--- config.mk ---
export PLATFORM = sky130hd
export DESIGN_NAME = tmr16_device_flat
export DESIGN_NICKNAME = d
export VERILOG_FILES = /design/src/common/tmr16_pkg.sv /design/src/common/tmr16_bus_if.sv /design/src/hw/tmr16_device.sv /design/src/flat_wrapper.sv
export SDC_FILE = /design/constraint.sdc
export NUM_CORES = 1
export LEC_CHECK = 0
export BUFFER_PORTS_ARGS = -buffer_cell sky130_fd_sc_hd__clkbuf_2
export CAP_MARGIN = 10
export CORE_MARGIN = 2
export CORE_UTILIZATION = 35
export CTS_BUF_LIST = sky130_fd_sc_hd__clkbuf_2 sky130_fd_sc_hd__clkbuf_4 sky130_fd_sc_hd__clkbuf_8
export DETAILED_ROUTE_END_ITERATION = 6
export GPL_TIMING_DRIVEN = 0
export PLACE_DENSITY_LB_ADDON = 0.15
export SLEW_MARGIN = 20
export SYNTH_ARGS = -nofsm -noshare
export SYNTH_HDL_FRONTEND = slang
export SYNTH_SLANG_ARGS = --single-unit
--- constraint.sdc ---
create_clock -name MCLK -period 3.4 [get_ports MCLK]
set_input_delay 0.17 -clock MCLK [delete_from_list [all_inputs] [get_ports MCLK]]
set_output_delay 0.17 -clock MCLK [all_outputs]
set_load 0.05 [all_outputs]
--- src/common/tmr16_pkg.sv ---
// Shared constants for the 16-bit timer byte access block and its CPU-side controller.
package tmr16_pkg;
   // Byte locations on the 8-bit timer bus.
   localparam logic [3:0] A_CNT_L = 4'h0;
   localparam logic [3:0] A_CNT_H = 4'h1;
   localparam logic [3:0] A_CMPA_L = 4'h2;
   localparam logic [3:0] A_CMPA_H = 4'h3;
   localparam logic [3:0] A_CMPB_L = 4'h4;
   localparam logic [3:0] A_CMPB_H = 4'h5;
   localparam logic [3:0] A_CAP_L = 4'h6;
   localparam logic [3:0] A_CAP_H = 4'h7;
   localparam logic [3:0] A_CTRL_A = 4'h8;
   localparam logic [3:0] A_CTRL_B = 4'h9;
   localparam logic [3:0] A_FLAG = 4'ha;
   localparam logic [3:0] A_MASK = 4'hb;
   localparam logic [3:0] A_HI_OFS = 4'h1;
   // Control register A fields.
   localparam int CTA_WGM_LO = 0;
   localparam int CTA_FORCE_B = 6;
   localparam int CTA_FORCE_A = 7;
   localparam logic [7:0] CTA_RD_MASK = 8'h07;
   // Control register B fields.
   localparam int CTB_CS_LO = 0;
   localparam int CTB_WGM3 = 3;
   localparam int CTB_CAP_SRC = 5;
   localparam int CTB_CAP_RISE = 6;
   localparam int CTB_FILT_EN = 7;
   // Flag and mask bit positions.
   localparam int FLG_OVF = 0;
   localparam int FLG_MA = 1;
   localparam int FLG_MB = 2;
   localparam int FLG_CAP = 3;
   // Count limits.
   localparam logic [15:0] CNT_BOTTOM = 16'h0000;
   localparam logic [15:0] CNT_MAX = 16'hffff;
   localparam logic [15:0] TOP_8 = 16'h00ff;
   localparam logic [15:0] TOP_9 = 16'h01ff;
   localparam logic [15:0] TOP_10 = 16'h03ff;
   // Prescaler tap masks for divide by 8, 64, 256 and 1024.
   localparam logic [9:0] PS_8 = 10'h007;
   localparam logic [9:0] PS_64 = 10'h03f;
   localparam logic [9:0] PS_256 = 10'h0ff;
   localparam logic [9:0] PS_1024 = 10'h3ff;
   // Noise filter: last count value; four samples must agree before the level is accepted.
   localparam logic [1:0] FILT_LAST = 2'h3;
   // Controller registers on APB.
   localparam logic [7:0] R_CMD = 8'h00;
   localparam logic [7:0] R_STATUS = 8'h04;
   localparam int CMD_ADDR_LO = 0;
   localparam int CMD_WIDE = 4;
   localparam int CMD_READ = 5;
   localparam int CMD_DATA_LO = 16;
   localparam int STS_BUSY = 0;
   localparam int STS_DATA_LO = 16;
endpackage

--- src/common/tmr16_bus_if.sv ---
// Byte-wide bus between the CPU-side controller and the timer.
`timescale 1ns/1ps
interface tmr16_bus_if;
   logic [3:0] addr;
   logic [7:0] wdata;
   logic [7:0] rdata;
   logic wr;
   logic rd;
   modport dev (input addr, input wdata, input wr, input rd, output rdata);
   modport cpu (output addr, output wdata, output wr, output rd, input rdata);
endinterface

--- src/hw/tmr16_device.sv ---
// Timer end: 16-bit counter, compare, capture and byte access logic.
//
// Decided for this implementation: the APB interface to the registers and the register offsets.
`timescale 1ns/1ps
// Operation
// RL1: Wide registers move as two byte operations.
// RL2: One shared high byte holding register.
// RL3: Low byte write loads whole register.
// RL4: High byte write touches holding register only.
// RL5: Low byte read copies upper byte into holding.
// RL6: Capture high read returns holding register.
// RL7: Compare reads bypass holding register entirely.
// RL8: CPU writes high byte before low byte.
// RL9: CPU reads low byte before high byte.
// RL10: CPU keeps two-byte accesses uninterrupted.
// RL11: Bottom is count value zero.
// RL12: Maximum is count value all ones.
// RL13: Ceiling fixed, compare A or capture by mode.
// RL14: Compares run continuously, matches set flags.
// RL15: Flags visible together, each individually masked.
// RL16: Clock select picks tick source; none stops.
// RL17: Compare A as ceiling: no output, buffered. In mode 4 output A still toggles on match and compare A loads at once.
// RL18: Control registers plain eight bit access.
// RL19: Filtered edge on pin or comparator captures.
// RL20: Mode bit three in B; forces in A.
module tmr16_device (
   input wire logic MCLK,
   input wire logic RST_N,
   tmr16_bus_if.dev BUS,
   input wire logic EXT_COUNT_PIN,
   input wire logic CAPTURE_INPUT_PIN,
   input wire logic COMPARATOR_IN,
   output logic COMPARE_OUTPUT_PIN_A,
   output logic COMPARE_OUTPUT_PIN_B,
   output logic IRQ_REQ
);
   logic [7:0] hold_q;
   logic [15:0] cnt_q;
   logic [15:0] cmpa_q;
   logic [15:0] cmpb_q;
   logic [15:0] cmpa_buf_q;
   logic [15:0] cmpb_buf_q;
   logic [15:0] cap_q;
   logic [7:0] cta_q;
   logic [7:0] ctb_q;
   logic [3:0] flag_q;
   logic [3:0] mask_q;
   logic [7:0] rdata_q;
   logic [9:0] ps_q;
   logic [2:0] sync1_q;
   logic [2:0] sync2_q;
   logic ext_prev_q;
   logic [1:0] filt_cnt_q;
   logic filt_q;
   logic filt_prev_q;
   logic outa_q;
   logic outb_q;
   logic irq_q;
   logic [3:0] mode;
   logic [15:0] top;
   logic [15:0] wval;
   logic pwm;
   logic top_is_a;
   logic top_is_cap;
   logic tick;
   logic at_top;
   logic match_a;
   logic match_b;
   logic cap_src;
   logic cap_evt;
   logic force_a;
   logic force_b;
   logic [3:0] flag_set;
   logic [3:0] flag_clr;

   // Mode bits come from both control registers; bit three lives in B.
   assign mode = {ctb_q[tmr16_pkg::CTB_WGM3], cta_q[tmr16_pkg::CTA_WGM_LO +: 3]}; // RL20
   assign wval = {hold_q, BUS.wdata}; // RL3

   // Ceiling selection and mode classes.
   always_comb begin
      top_is_a = 1'b0;
      top_is_cap = 1'b0;
      case (mode)
         4'h1, 4'h5: top = tmr16_pkg::TOP_8; // RL13
         4'h2, 4'h6: top = tmr16_pkg::TOP_9; // RL13
         4'h3, 4'h7: top = tmr16_pkg::TOP_10; // RL13
         4'h4, 4'h9, 4'hb, 4'hf: begin
            top = cmpa_q; // RL13
            top_is_a = 1'b1;
         end
         4'h8, 4'ha, 4'hc, 4'he: begin
            top = cap_q; // RL13
            top_is_cap = 1'b1;
         end
         default: top = tmr16_pkg::CNT_MAX; // RL12
      endcase
   end
   assign pwm = (mode != 4'h0) && (mode != 4'h4) && (mode != 4'hc) && (mode != 4'hd);

   // Two-stage synchronisers for the three asynchronous inputs.
   always_ff @(posedge MCLK or negedge RST_N) begin
      if (!RST_N) begin
         sync1_q <= 3'h0;
         sync2_q <= 3'h0;
         ext_prev_q <= 1'b0;
      end else begin
         sync1_q <= {COMPARATOR_IN, CAPTURE_INPUT_PIN, EXT_COUNT_PIN};
         sync2_q <= sync1_q;
         ext_prev_q <= sync2_q[0];
      end
   end

   // The prescaler runs free, so the first prescaled tick may come early.
   always_ff @(posedge MCLK or negedge RST_N) begin
      if (!RST_N) begin
         ps_q <= 10'h000;
      end else begin
         ps_q <= ps_q + 10'h001;
      end
   end

   // Tick source selection.
   always_comb begin
      case (ctb_q[tmr16_pkg::CTB_CS_LO +: 3])
         3'h1: tick = 1'b1; // RL16
         3'h2: tick = (ps_q & tmr16_pkg::PS_8) == tmr16_pkg::PS_8; // RL16
         3'h3: tick = (ps_q & tmr16_pkg::PS_64) == tmr16_pkg::PS_64; // RL16
         3'h4: tick = (ps_q & tmr16_pkg::PS_256) == tmr16_pkg::PS_256; // RL16
         3'h5: tick = ps_q == tmr16_pkg::PS_1024; // RL16
         3'h6: tick = ext_prev_q && !sync2_q[0]; // RL16
         3'h7: tick = !ext_prev_q && sync2_q[0]; // RL16
         default: tick = 1'b0; // RL16
      endcase
   end

   assign at_top = cnt_q == top;
   assign match_a = tick && (cnt_q == cmpa_q); // RL14
   assign match_b = tick && (cnt_q == cmpb_q); // RL14
   assign force_a = BUS.wr && BUS.addr == tmr16_pkg::A_CTRL_A && BUS.wdata[tmr16_pkg::CTA_FORCE_A]
      && !pwm; // RL20
   assign force_b = BUS.wr && BUS.addr == tmr16_pkg::A_CTRL_A && BUS.wdata[tmr16_pkg::CTA_FORCE_B]
      && !pwm; // RL20

   // Holding register: high byte writes and low byte reads of count or capture.
   always_ff @(posedge MCLK or negedge RST_N) begin
      if (!RST_N) begin
         hold_q <= 8'h00;
      end else if (BUS.wr && (BUS.addr == tmr16_pkg::A_CNT_H || BUS.addr == tmr16_pkg::A_CMPA_H
                   || BUS.addr == tmr16_pkg::A_CMPB_H || BUS.addr == tmr16_pkg::A_CAP_H)) begin
         hold_q <= BUS.wdata; // RL2 RL4
      end else if (BUS.rd && BUS.addr == tmr16_pkg::A_CNT_L) begin
         hold_q <= cnt_q[15:8]; // RL5
      end else if (BUS.rd && BUS.addr == tmr16_pkg::A_CAP_L) begin
         hold_q <= cap_q[15:8]; // RL5
      end
   end

   // Counter; a CPU write beats any count or wrap in the same cycle.
   always_ff @(posedge MCLK or negedge RST_N) begin
      if (!RST_N) begin
         cnt_q <= tmr16_pkg::CNT_BOTTOM;
      end else if (BUS.wr && BUS.addr == tmr16_pkg::A_CNT_L) begin
         cnt_q <= wval; // RL3
      end else if (tick) begin
         cnt_q <= at_top ? tmr16_pkg::CNT_BOTTOM : cnt_q + 16'h0001; // RL11
      end
   end

   // Compare registers; in pulse-width modes the active copy updates at the ceiling.
   always_ff @(posedge MCLK or negedge RST_N) begin
      if (!RST_N) begin
         cmpa_q <= tmr16_pkg::CNT_BOTTOM;
         cmpb_q <= tmr16_pkg::CNT_BOTTOM;
         cmpa_buf_q <= tmr16_pkg::CNT_BOTTOM;
         cmpb_buf_q <= tmr16_pkg::CNT_BOTTOM;
      end else begin
         if (BUS.wr && BUS.addr == tmr16_pkg::A_CMPA_L) begin
            cmpa_buf_q <= wval; // RL3
         end
         if (BUS.wr && BUS.addr == tmr16_pkg::A_CMPB_L) begin
            cmpb_buf_q <= wval; // RL3
         end
         if (!pwm) begin
            cmpa_q <= (BUS.wr && BUS.addr == tmr16_pkg::A_CMPA_L) ? wval : cmpa_buf_q;
            cmpb_q <= (BUS.wr && BUS.addr == tmr16_pkg::A_CMPB_L) ? wval : cmpb_buf_q;
         end else if (tick && at_top) begin
            cmpa_q <= cmpa_buf_q; // RL17
            cmpb_q <= cmpb_buf_q;
         end
      end
   end

   // Input capture filter: the level must hold for four samples when enabled.
   assign cap_src = ctb_q[tmr16_pkg::CTB_CAP_SRC] ? sync2_q[2] : sync2_q[1];
   always_ff @(posedge MCLK or negedge RST_N) begin
      if (!RST_N) begin
         filt_cnt_q <= 2'h0;
         filt_q <= 1'b0;
         filt_prev_q <= 1'b0;
      end else begin
         filt_prev_q <= filt_q;
         if (!ctb_q[tmr16_pkg::CTB_FILT_EN] || cap_src == filt_q) begin
            filt_cnt_q <= 2'h0;
            filt_q <= cap_src;
         end else if (filt_cnt_q == tmr16_pkg::FILT_LAST) begin
            filt_cnt_q <= 2'h0;
            filt_q <= cap_src; // RL19
         end else begin
            filt_cnt_q <= filt_cnt_q + 2'h1;
         end
      end
   end
   assign cap_evt = !top_is_cap && (ctb_q[tmr16_pkg::CTB_CAP_RISE] ?
      (filt_q && !filt_prev_q) : (!filt_q && filt_prev_q)); // RL19

   // Capture register is writable only while it serves as the ceiling.
   always_ff @(posedge MCLK or negedge RST_N) begin
      if (!RST_N) begin
         cap_q <= tmr16_pkg::CNT_BOTTOM;
      end else if (BUS.wr && BUS.addr == tmr16_pkg::A_CAP_L && top_is_cap) begin
         cap_q <= wval; // RL3
      end else if (cap_evt) begin
         cap_q <= cnt_q; // RL19
      end
   end

   // Control and mask registers; force bits are strobes and are not stored.
   always_ff @(posedge MCLK or negedge RST_N) begin
      if (!RST_N) begin
         cta_q <= 8'h00;
         ctb_q <= 8'h00;
         mask_q <= 4'h0;
      end else if (BUS.wr) begin
         if (BUS.addr == tmr16_pkg::A_CTRL_A) begin
            cta_q <= BUS.wdata & tmr16_pkg::CTA_RD_MASK; // RL18
         end
         if (BUS.addr == tmr16_pkg::A_CTRL_B) begin
            ctb_q <= BUS.wdata; // RL18
         end
         if (BUS.addr == tmr16_pkg::A_MASK) begin
            mask_q <= BUS.wdata[3:0]; // RL15
         end
      end
   end

   // Sticky flags, cleared by writing one; a new event wins over its clear.
   always_comb begin
      flag_set = 4'h0;
      flag_set[tmr16_pkg::FLG_OVF] = tick && at_top;
      flag_set[tmr16_pkg::FLG_MA] = match_a; // RL14
      flag_set[tmr16_pkg::FLG_MB] = match_b; // RL14
      flag_set[tmr16_pkg::FLG_CAP] = cap_evt;
      flag_clr = (BUS.wr && BUS.addr == tmr16_pkg::A_FLAG) ? BUS.wdata[3:0] : 4'h0;
   end
   always_ff @(posedge MCLK or negedge RST_N) begin
      if (!RST_N) begin
         flag_q <= 4'h0;
         irq_q <= 1'b0;
      end else begin
         flag_q <= (flag_q & ~flag_clr) | flag_set; // RL15
         irq_q <= |(flag_q & mask_q); // RL15
      end
   end

   // Compare outputs: toggle on match outside pulse-width modes, else a level.
   always_ff @(posedge MCLK or negedge RST_N) begin
      if (!RST_N) begin
         outa_q <= 1'b0;
         outb_q <= 1'b0;
      end else if (pwm) begin
         outa_q <= !top_is_a && (cnt_q < cmpa_q); // RL17
         outb_q <= cnt_q < cmpb_q;
      end else begin
         outa_q <= outa_q ^ (match_a || force_a);
         outb_q <= outb_q ^ (match_b || force_b);
      end
   end

   // Read data is registered and valid the cycle after the read strobe.
   always_ff @(posedge MCLK or negedge RST_N) begin
      if (!RST_N) begin
         rdata_q <= 8'h00;
      end else if (BUS.rd) begin
         case (BUS.addr)
            tmr16_pkg::A_CNT_L: rdata_q <= cnt_q[7:0]; // RL5
            tmr16_pkg::A_CNT_H: rdata_q <= hold_q; // RL1
            tmr16_pkg::A_CMPA_L: rdata_q <= cmpa_buf_q[7:0]; // RL7
            tmr16_pkg::A_CMPA_H: rdata_q <= cmpa_buf_q[15:8]; // RL7
            tmr16_pkg::A_CMPB_L: rdata_q <= cmpb_buf_q[7:0]; // RL7
            tmr16_pkg::A_CMPB_H: rdata_q <= cmpb_buf_q[15:8]; // RL7
            tmr16_pkg::A_CAP_L: rdata_q <= cap_q[7:0]; // RL5
            tmr16_pkg::A_CAP_H: rdata_q <= hold_q; // RL6
            tmr16_pkg::A_CTRL_A: rdata_q <= cta_q; // RL18
            tmr16_pkg::A_CTRL_B: rdata_q <= ctb_q; // RL18
            tmr16_pkg::A_FLAG: rdata_q <= {4'h0, flag_q}; // RL15
            tmr16_pkg::A_MASK: rdata_q <= {4'h0, mask_q};
            default: rdata_q <= 8'h00;
         endcase
      end
   end

   assign BUS.rdata = rdata_q;
   assign COMPARE_OUTPUT_PIN_A = outa_q;
   assign COMPARE_OUTPUT_PIN_B = outb_q;
   assign IRQ_REQ = irq_q;
endmodule

--- src/flat_wrapper.sv ---
// flat-port wrapper written by rule: the top's interface ports become plain ports
module tmr16_device_flat 
  (MCLK, RST_N, EXT_COUNT_PIN, CAPTURE_INPUT_PIN, COMPARATOR_IN, COMPARE_OUTPUT_PIN_A, COMPARE_OUTPUT_PIN_B, IRQ_REQ, BUS_addr, BUS_wdata, BUS_wr, BUS_rd, BUS_rdata);
  tmr16_bus_if BUS_i ();
  input wire logic MCLK;
  input wire logic RST_N;
  input wire logic EXT_COUNT_PIN;
  input wire logic CAPTURE_INPUT_PIN;
  input wire logic COMPARATOR_IN;
  output logic COMPARE_OUTPUT_PIN_A;
  output logic COMPARE_OUTPUT_PIN_B;
  output logic IRQ_REQ;
  input wire logic [$bits(BUS_i.addr)-1:0] BUS_addr;
  input wire logic [$bits(BUS_i.wdata)-1:0] BUS_wdata;
  input wire logic [$bits(BUS_i.wr)-1:0] BUS_wr;
  input wire logic [$bits(BUS_i.rd)-1:0] BUS_rd;
  output wire logic [$bits(BUS_i.rdata)-1:0] BUS_rdata;
  assign BUS_i.addr = BUS_addr;
  assign BUS_i.wdata = BUS_wdata;
  assign BUS_i.wr = BUS_wr;
  assign BUS_i.rd = BUS_rd;
  assign BUS_rdata = BUS_i.rdata;
  tmr16_device u_core (.MCLK(MCLK), .RST_N(RST_N), .BUS(BUS_i), .EXT_COUNT_PIN(EXT_COUNT_PIN), .CAPTURE_INPUT_PIN(CAPTURE_INPUT_PIN), .COMPARATOR_IN(COMPARATOR_IN), .COMPARE_OUTPUT_PIN_A(COMPARE_OUTPUT_PIN_A), .COMPARE_OUTPUT_PIN_B(COMPARE_OUTPUT_PIN_B), .IRQ_REQ(IRQ_REQ));
endmodule
# Word-level counts from Yosys, hierarchy flattened

Cells that the tools add are included.

Input bits: 19
Register bits after elaboration: 155
Logic and storage cells: 162
Output and inout port bits: 11

Eq/ne operators: 45
Mux-type cells: 28
Bitwise gates (word level): 6
Reductions and logical operators: 56
$lt $le $gt $ge: 2
$add $sub $neg: 3

Operators with widths:

| operator              | count |
|---|---|
| $mux 16               | 11 |
| $pmux 8 s11           | 1 |
| $pmux 16 s5           | 1 |
| $eq 16x16->1          | 3 |
| $eq 4x4->1 const B    | 11 |
| $eq 4x3->1 const B    | 8 |
| $lt 16x16->1          | 2 |
| $logic_and 1x1->1     | 26 |
| $mux 8                | 3 |
| $add 16x1->16 const B | 1 |
| $eq 4x2->1 const B    | 4 |
| $eq 3x3->1 const B    | 5 |
| $reduce_or 4->1       | 3 |
| $add 10x1->10 const B | 1 |
| $eq 10x10->1 const B  | 1 |
| $and 4x4->4           | 2 |
| $eq 4x1->1 const B    | 2 |
| $eq 8x8->1 const B    | 1 |
| $logic_not 1->1       | 8 |
| $mux 1                | 8 |
| $ne 4x4->1 const B    | 2 |
| $reduce_or 2->1       | 4 |
| $pmux 1 s7            | 1 |
| $eq 3x2->1 const B    | 2 |
| 18 further kinds      | 29 |

# Depth between registers and ports, before layout

Gate-level depths: netlist of the first run.

Depth after elaboration: 9
Gate-level depth with buffers: 13
Mapped depth without buffers: 10

# Worst setup path before layout of the first run

No wires, ideal clock.

Kind: register -> register
Start: register u_core.cta_q[1]
End: register u_core.cnt_q[14]
Clock period less this slack: 2.627 ns
Path buffers: 3
Data arrival time: 2.489 ns
Required time: 3.262 ns
Setup time: 0.138 ns
Slack: 0.773 ns
Cell stages (with the launch flop): 12
Cells stage by stage: dfrtp_1 nand2b_1 buf_2 a31o_2 a22oi_1 xor2_1 or3_1 or4_1 buf_6 buf_6 nand3_1 o221ai_1

Longest elaborated chain between the ends: 7
Elaborated cells on any way between the ends: 24
Those cells by class: 15 x eq/ne; 4 x mux; 5 x reduce/logical

RTL lines:

| what                                               | line                | source |
|---|---|---|
| from (decl)                                        | tmr16_device.sv:44  | `logic [7:0] cta_q;` |
| from (signal assigned)                             | tmr16_device.sv:236 | `cta_q <= BUS.wdata & tmr16_pkg::CTA_RD_MASK;` |
| $eq 4x4->1, or another cell as far along           | tmr16_device.sv:84  | `case (mode)` |
| $reduce_or 4->1 or $reduce_or 2->1 (tied branches) | tmr16_device.sv:84  |  |
| $pmux 16 s5 *                                      | tmr16_device.sv:84  |  |
| $eq 16x16->1 *                                     | tmr16_device.sv:137 | `assign at_top = cnt_q == top;` |
| $mux 16 *                                          | tmr16_device.sv:166 | `cnt_q <= at_top ? tmr16_pkg::CNT_BOTTOM : cnt_q + 16'h0001;` |
| $mux 16 *                                          | tmr16_device.sv:165 | `end else if (tick) begin` |
| $mux 16 *                                          | tmr16_device.sv:163 | `end else if (BUS.wr && BUS.addr == tmr16_pkg::A_CNT_L) begin` |
| to (signal assigned)                               | tmr16_device.sv:162 | `cnt_q <= tmr16_pkg::CNT_BOTTOM;` |
| to (signal assigned)                               | tmr16_device.sv:164 | `cnt_q <= wval;` |
| to (signal assigned)                               | tmr16_device.sv:166 |  |
| to (decl)                                          | tmr16_device.sv:38  | `logic [15:0] cnt_q;` |

Every way passes the cells marked *; elsewhere a longest branch is shown, timed or not. The select of a mux whose other input is x is not followed.
A chain may end at the register's enable or synchronous reset.

# Final worst setup path of the first run

Start: register u_core.cta_q[0]
End: register u_core.cmpb_q[13]

Longest elaborated chain between the ends: 6
Elaborated cells on any way between the ends: 31
Those cells by class: 19 x eq/ne; 2 x mux; 10 x reduce/logical

RTL lines:

| what                                               | line                | source |
|---|---|---|
| $eq 4x4->1, or another cell as far along           | tmr16_device.sv:84  |  |
| $reduce_or 4->1 or $reduce_or 2->1 (tied branches) | tmr16_device.sv:84  |  |
| $pmux 16 s5                                        | tmr16_device.sv:84  |  |
| $eq 16x16->1                                       | tmr16_device.sv:137 |  |
| $logic_and 1x1->1                                  | tmr16_device.sv:187 | `end else if (tick && at_top) begin` |
| $ne 2x2->1 (no line)                               | --                  |  |
| to (signal assigned)                               | tmr16_device.sv:174 | `cmpb_q <= tmr16_pkg::CNT_BOTTOM;` |
| to (signal assigned)                               | tmr16_device.sv:186 | `cmpb_q <= (BUS.wr && BUS.addr == tmr16_pkg::A_CMPB_L) ? wval : cmpb_buf_q;` |
| to (signal assigned)                               | tmr16_device.sv:189 | `cmpb_q <= cmpb_buf_q;` |
| to (decl)                                          | tmr16_device.sv:40  | `logic [15:0] cmpb_q;` |

Parallel ways exist; a longest one is shown, timed or not.

==> results of run 1 <==
what timing repair did:
action                     4_1_cts  5_1_grt
hold buffers                     4        0
setup endpoints to repair        0       43
hold endpoints to repair        84        0
gates resized for setup          0        8
cells in the mapped netlist, types with 3 or more instances:
cell / n / area [µm²]
a22o_1: 4 / 35.0
a21oi_1: 72 / 360
a221o_1: 5 / 50.1
nand2b_1: 15 / 93.8
and3_1: 8 / 50.1
buf_2: 5 / 25.0
o31ai_1: 10 / 75.1
a22oi_1: 14 / 105
a211oi_1: 11 / 82.6
and2_1: 3 / 18.8
nor4b_1: 3 / 26.3
nand2_1: 118 / 443
a2111oi_0: 5 / 43.8
dfrtp_1: 155 / 3880
o221ai_1: 3 / 26.3
nand4_1: 16 / 100
o21ai_1: 6 / 30.0
xor2_1: 14 / 123
nand3_1: 14 / 70.1
nor4_1: 4 / 25.0
ha_1: 36 / 450
a31o_2: 7 / 61.3
buf_6: 6 / 67.6
o21ai_0: 70 / 350
nor2b_1: 13 / 81.3
mux2_2: 54 / 608
nor2_1: 99 / 372
o22ai_1: 15 / 93.8
nor3_1: 19 / 95.1
clkbuf_1: 54 / 203
buf_1: 4 / 15.0
clkbuf_2: 3 / 15.0
o2111ai_1: 3 / 26.3
xnor2_1: 13 / 114
inv_1: 54 / 203
a21o_1: 11 / 82.6
mux2i_1: 36 / 360
nand3b_1: 3 / 22.5
o21a_1: 34 / 255
a31oi_1: 8 / 50.1
registers in the layout (all words and copies together) (netlist names), 4 cells and up:
name               cells
u_core.cmpb_buf_q     16
u_core.cmpa_q         16
u_core.cmpa_buf_q     16
u_core.hold_q          8
u_core.cmpb_q         16
u_core.mask_q          4
u_core.ctb_q           8
u_core.cap_q          16
u_core.flag_q          4
u_core.BUS.rdata       8
u_core.cnt_q          16
u_core.ps_q           10
through the flow:
stage | instance area, µm² | TNS, ns | util
after floorplan | 9480 | 0 | -
after detailed placement | 10100 | 0 | 0.377
final | 10600 | 0 | 0.394
after global routing | 10600 | -0.00117 | 0.394
after global placement | 10000 | -137.86 | 0.374
after CTS | 10500 | 0 | 0.393
cell type report:
class / count / area share
Buffer: 74 / 0.0327
Tap cell: 341 / 0.0404
Timing Repair Buffer: 31 / 0.0200
Sequential cell: 155 / 0.367
Antenna cell: 2 / 0.000474
Multi-Input combinational cell: 778 / 0.482
Clock inverter: 15 / 0.0162
Inverter: 54 / 0.0192
Clock buffer: 17 / 0.0222
routing by layer:
metal,wire (µm),track usage,vias to the layer above,part of all wire
met1,16600,0.366,4232,0.45
met5,0,0,-,0
met2,16100,0.394,339,0.44
met3,2300,0.0496,77,0.063
met4,1700,0.130,0,0.046
li1,-,-,3891,-
worst paths after layout:
check | startpoint | to | slack (ns) | cells after the start
max in group asynchronous | RST_N | u_core.cmpa_buf_q[12]$_DFF_PN0_ | 2.24 | 3
setup reg to reg | u_core.cta_q[0]$_DFFE_PN0P_ | u_core.cmpb_q[13]$_DFFE_PN0P_ | 0.20 | 11
setup / recovery | u_core.cta_q[0]$_DFFE_PN0P_ | u_core.cmpb_q[13]$_DFFE_PN0P_ | 0.20 | 11
hold / removal | BUS_wdata[0] | u_core.cap_q[0]$_DFFE_PN0P_ | 0.13 | 3
min in group asynchronous | RST_N | u_core.cmpb_q[8]$_DFFE_PN0P_ | 0.31 | 2
hold reg to reg | u_core.sync1_q[1]$_DFF_PN0_ | u_core.sync2_q[1]$_DFF_PN0_ | 0.38 | 0
report_power, final:
part / leakage (µW) / internal, µW / total, µW / switching, µW
clock network: 0.000198 / 562 / 1490 / 926
registers: 0.00186 / 2500 / 3610 / 1110
logic: 0.00249 / 1530 / 3780 / 2240
total: 0.00454 / 4590 / 8870 / 4280
worst max-delay path: stages, from the launching register on:
cell,delay [ns]
dfrtp_1,0.38
buf_4,0.18
nor2_2,0.36
a21oi_1,0.11
o22ai_1,0.20
xor2_1,0.12
or3_1,0.42
or4_1,0.56
buf_6,0.18
clkbuf_1,0.25
o21ai_0,0.23
a21oi_1,0.09
cell usage in the layout (no fill, tap or decap), drive strengths merged, types with 5 or more instances in the layout:
master	n
nand2b	15
a22oi	14
xnor2	13
a2111oi	5
inv	63
xor2	14
o31ai	10
and3	8
o22ai	15
o21a	34
mux2	54
nand2	118
nor2	100
a21oi	72
nor3	19
nand3	14
mux2i	36
nand4	16
o21ai	76
nor2b	13
a221o	5
a211oi	11
a31o	8
clkbuf	99
a31oi	8
dfrtp	155
buf	19
a21o	11
ha	36
kinds of logic after synthesis:
logic type,synth area share
buffers and inverters,0.0573
xor gates and xnor gates,0.0250
AOI/OAI and AO/OA,0.202
DFF,0.409
and+or+nand+nor,0.156
muxes,0.102
adders and majority gates,0.0475
==> flow_summary.yaml, run 1 <==
die:
  row_count: 60
  die_w_um: 169
  dieHeight_um: 169
  io_pins: 30
  core-area_um2: 26800
  initial_core_util: 0.354
  die_area_um2: 28400
global_routing:
  first_global_vias: 8254
  grt_first_pass_wirelength_mm: 54.9
  grt_max_degree: 83
  grt.overflow.total: 0
  grt_usage: 0.263
  grt_antenna_before_repair: 0
final_layout:
  fill_cells: 2747
  layout-drive-gt1-share: 0.131
  ff_latch_area_um2: 3880
  nNetsFinal: 1166
  final_cells: 1467
  multiInputGateArea_um2: 5080
  syn_to_final_growth_pct: 11.4
route:
  num_vias: 8539
  drc: 0
  drtIter0Drc: 853
  dr.pass1.iters: 5
  wire_per_inst_um: 25.0
  ant_nets: 0
  wirelength_mm: 36.7
  routed_via_density: 5.82
timing:
  timing.final.crit_share: 0.941
  slew_headroom: 0.292
  fmax_ghz: 0.312
  worst_slack_ns: 0.200
  whs_ns: 0.128
  finalSetupViolCount: 0
  tightestPinTransition_ns: 1.05
  fin_crit_ns: 3.20
  finClkSkew_ns: 0.0211
  hold_viol: 0
  slew_viol_final: 0
synth:
  yosysUniqueCellTypes: 64
  yosys_warnings: 0
  avgSynthCellArea_um2: 8.93
  synth_nets: 1116
  synthCells: 1061
  synth-main-ff-cell: "dfrtp_1"
  async_reset_ff_frac: 1.00
  synth-edff-count: 0
  ys_ff_latch: 155
  ys_seq_area_frac: 0.409
  syn_area_um2: 9480
critical_path:
  cp-start-kind: "flip-flop"
  end_kind: "flip-flop"
  crit_required_ns: 3.77
  criticalPathCategory: "flip-flop to flip-flop"
  crit_fanout: 10
  crit_arrival_ns: 3.57
clock_tree:
  cts_setup_buffers: 0
  cts_made_buffers: 17
  clock-sinks: 155
  clk_latency_ns: 0.49
  cts_buffer_depth: 2
  root_buffer: "clkbuf_8"
  cts_tree: "done"
  clk_pin_slew_worst_paths_ns: 0.11
  h-tree-depth: 4
placement:
  routabilityCongestion: 0.983
  dp.cells: 1429
  place_ws_ns: 0.100
  portBuffers: 24
  dp_hpwl_mm: 26.8
flow_run:
  cap_violations: 0
outcome:
  outcome: "finished, final reports clean"
power:
  p_leak_uw: 0.00454
  power.density_nw_per_um2: 840
  p_total_uw: 8870
  ir_drop_v: 0.000270
worst_hold_path:
  hp-class: "input pin to flip-flop"
No activity file was read; power rests on OpenSTA's default activity.
==> run 2, diff against run 1 <==
--- a/config.mk
+++ b/config.mk
@@ -5,8 +5,10 @@
 export SDC_FILE = /design/constraint.sdc
 export NUM_CORES = 1
 export LEC_CHECK = 0
+export ABC_AREA = 1
 export BUFFER_PORTS_ARGS = -buffer_cell sky130_fd_sc_hd__clkbuf_2
 export CAP_MARGIN = 10
+export CORE_ASPECT_RATIO = 1.25
 export CORE_MARGIN = 2
 export CORE_UTILIZATION = 35
 export CTS_BUF_LIST = sky130_fd_sc_hd__clkbuf_2 sky130_fd_sc_hd__clkbuf_4 sky130_fd_sc_hd__clkbuf_8
==> flow_summary.yaml, run 2 <==
outcome:
  outcome: "finished, final reports clean"
final_layout:
  layout.cells.most_common: "nand2_1"
  ff_latch_area_um2: 3880
  fill_cells: 2639
  final_cell_mix: "nand2_1, dfrtp_1, inv_1, o21ai_0, nand3_1"
  multiInputGateArea_um2: 4410
  nNetsFinal: 1313
  final_cells: 1606
  n_antenna_cell: 0
  syn_to_final_growth_pct: 11.4
  layout-drive-gt1-share: 0.0700
global_routing:
  grt.overflow.total: 0
  grt_max_degree: 86
  grt-busiest-layer: "met2"
  use_met3: 0.0320
  grt_first_pass_wirelength_mm: 49.2
  grt_usage: 0.244
  grt_antenna_before_repair: 0
  use_met1: 0.324
  grt_use_met2: 0.393
  first_global_vias: 8192
timing:
  finalSetupViolCount: 0
  tightestPinTransition_ns: 0.991
  slew_viol_final: 0
  slew_headroom: 0.337
  hold_viol: 0
  timing.final.crit_share: 0.806
  setup_tns_ns: 0
  finClkSkew_ns: 0.0192
  worst_slack_ns: 0.660
  fin_crit_ns: 2.74
  rsz0062_at_grt: "no"
  fmax_ghz: 0.365
worst_hold_path:
  worstHoldStart: "BUS_wdata[2]"
  hp-class: "input pin to flip-flop"
synth:
  ys_ff_latch: 155
  syn_area_um2: 9010
  synthCells: 1205
  async_reset_ff_frac: 1.00
  synth_nets: 1260
  yosys.area.top_type_share: 0.430
  yosys_warnings: 0
  synth-main-ff-cell: "dfrtp_1"
  yosys.area.top_type: "dfrtp_1"
  yosysUniqueCellTypes: 43
  synth_area_leaders: "dfrtp_1, nand2_1, o21ai_0"
  ys_seq_area_frac: 0.430
  avgSynthCellArea_um2: 7.48
  ys_top_cells_by_count: "nand2_1, dfrtp_1, inv_1"
  synth_most_common_cell: "nand2_1"
  synth-edff-count: 0
clock_tree:
  root_buffer: "clkbuf_8"
  cts_tree: "done"
  h-tree-depth: 4
  cts_made_buffers: 17
  clk_latency_ns: 0.49
  clock-sinks: 155
  cts_setup_buffers: 0
  hold_buffers: 5
  cts_buffer_depth: 2
  clk_pin_slew_worst_paths_ns: 0.10
  cts-resized-gates: 0
power:
  clkPwrFrac: 0.175
  intPower_uw: 4200
  power_frac_comb: 0.437
  p_leak_uw: 0.00485
  ir_drop_v: 0.000280
  power.density_nw_per_um2: 814
  p_seq_frac: 0.388
  sw_frac_of_total: 0.486
  power.switching_uw: 3970
route:
  drtIter0Drc: 951
  ant_nets: 0
  routed_via_density: 5.38
  wire_per_inst_um: 20.3
  dr.pass1.iters: 5
  num_vias: 8633
  wirelength_mm: 32.5
  drc: 0
critical_path:
  crit_fanout: 10
  cp-start-kind: "flip-flop"
  crit_required_ns: 3.77
  end_kind: "flip-flop"
  r2r_start: "u_core.cta_q[1]$_DFFE_PN0P_"
  critPathLaunch: "u_core.cta_q[1]$_DFFE_PN0P_"
  r2r_slack_ns: 0.66
  crit_arrival_ns: 3.11
  criticalPathCategory: "flip-flop to flip-flop"
die:
  die_w_um: 148
  io_pins: 30
  core-area_um2: 25300
  initial_core_util: 0.356
  die_area_um2: 27100
  dieHeight_um: 183
  row_count: 65
placement:
  place_ws_ns: 0.548
  dp.cells: 1569
  routabilityCongestion: 0.911
  dp_hpwl_mm: 25.0
  portBuffers: 28
flow_run:
  cap_violations: 0
run 2: cell type report:
class                      instances  area share
timing repair buffer              34      0.0226
sequential                       155       0.386
clock inverter                    14      0.0142
clock buffer                      18      0.0240
multi-input combinational        869       0.440
inverter                         134      0.0501
buffer                            47      0.0216
tap                              335      0.0417
run 2: metal layers:
metal	share of wire	vias up
met1	0.44	4120
met4	0.049	0
met3	0.045	72
met5	0	-
met2	0.47	288
li1	-	4153
run 2: final timing paths:
path | to | depth (start not counted)
min in group asynchronous | u_core.ps_q[0]$_DFF_PN0_ | 2
setup reg to reg | u_core.cmpb_q[14]$_DFFE_PN0P_ | 16
setup / recovery | u_core.cmpb_q[14]$_DFFE_PN0P_ | 16
hold / removal | u_core.cta_q[2]$_DFFE_PN0P_ | 3
hold reg to reg | u_core.sync2_q[2]$_DFF_PN0_ | 0
max in group asynchronous | u_core.cap_q[8]$_DFFE_PN0P_ | 3
run 2: power by group through the flow:
| stage | Sequential [µW] | Combinational [µW] | Clock (µW) |
|---|---|---|---|
| floorplan | 2970 | 2440 | 0 |
| global placement | 3200 | 3460 | 0 |
| detailed placement | 3190 | 3520 | 0 |
| CTS | 3160 | 3540 | 1460 |
| global route | 3220 | 4040 | 1530 |
| finish | 3180 | 3570 | 1430 |
run 2: through the flow:
stage	hold slack, ns	total power [µW]	util	cell area [µm²]
after global placement	0.281	6660	0.378	9570
after detailed placement	0.222	6710	0.380	9610
after global routing	0.0284	8790	0.397	10000
after CTS	0.00565	8160	0.397	10000
after floorplan	-0.126	5420	-	9010
final	0.0120	8170	0.397	10000
run 2: cell families after synthesis:
logic type      after synthesis  synth area share
simple gates                592             0.281
compound gates              223             0.141
buf+inv                     181            0.0798
flops                       155             0.430
fa+ha+maj                    36            0.0500
xor+xnor                     16            0.0155
mux                           2           0.00236
run 2: critical path, stage by stage (launching register included):
cell and delay (ns):
dfrtp_1 0.39, inv_1 0.18, nand2_1 0.10, nand2_2 0.14, nand3_1 0.17, nand2_2 0.14, buf_2 0.23, nand3_1 0.09
nand2_1 0.07, nand2_1 0.08, nor2_1 0.13, nand2_1 0.07, nor2_1 0.16, nand3_2 0.23, buf_2 0.28, nand3_1 0.11
nand2_1 0.06
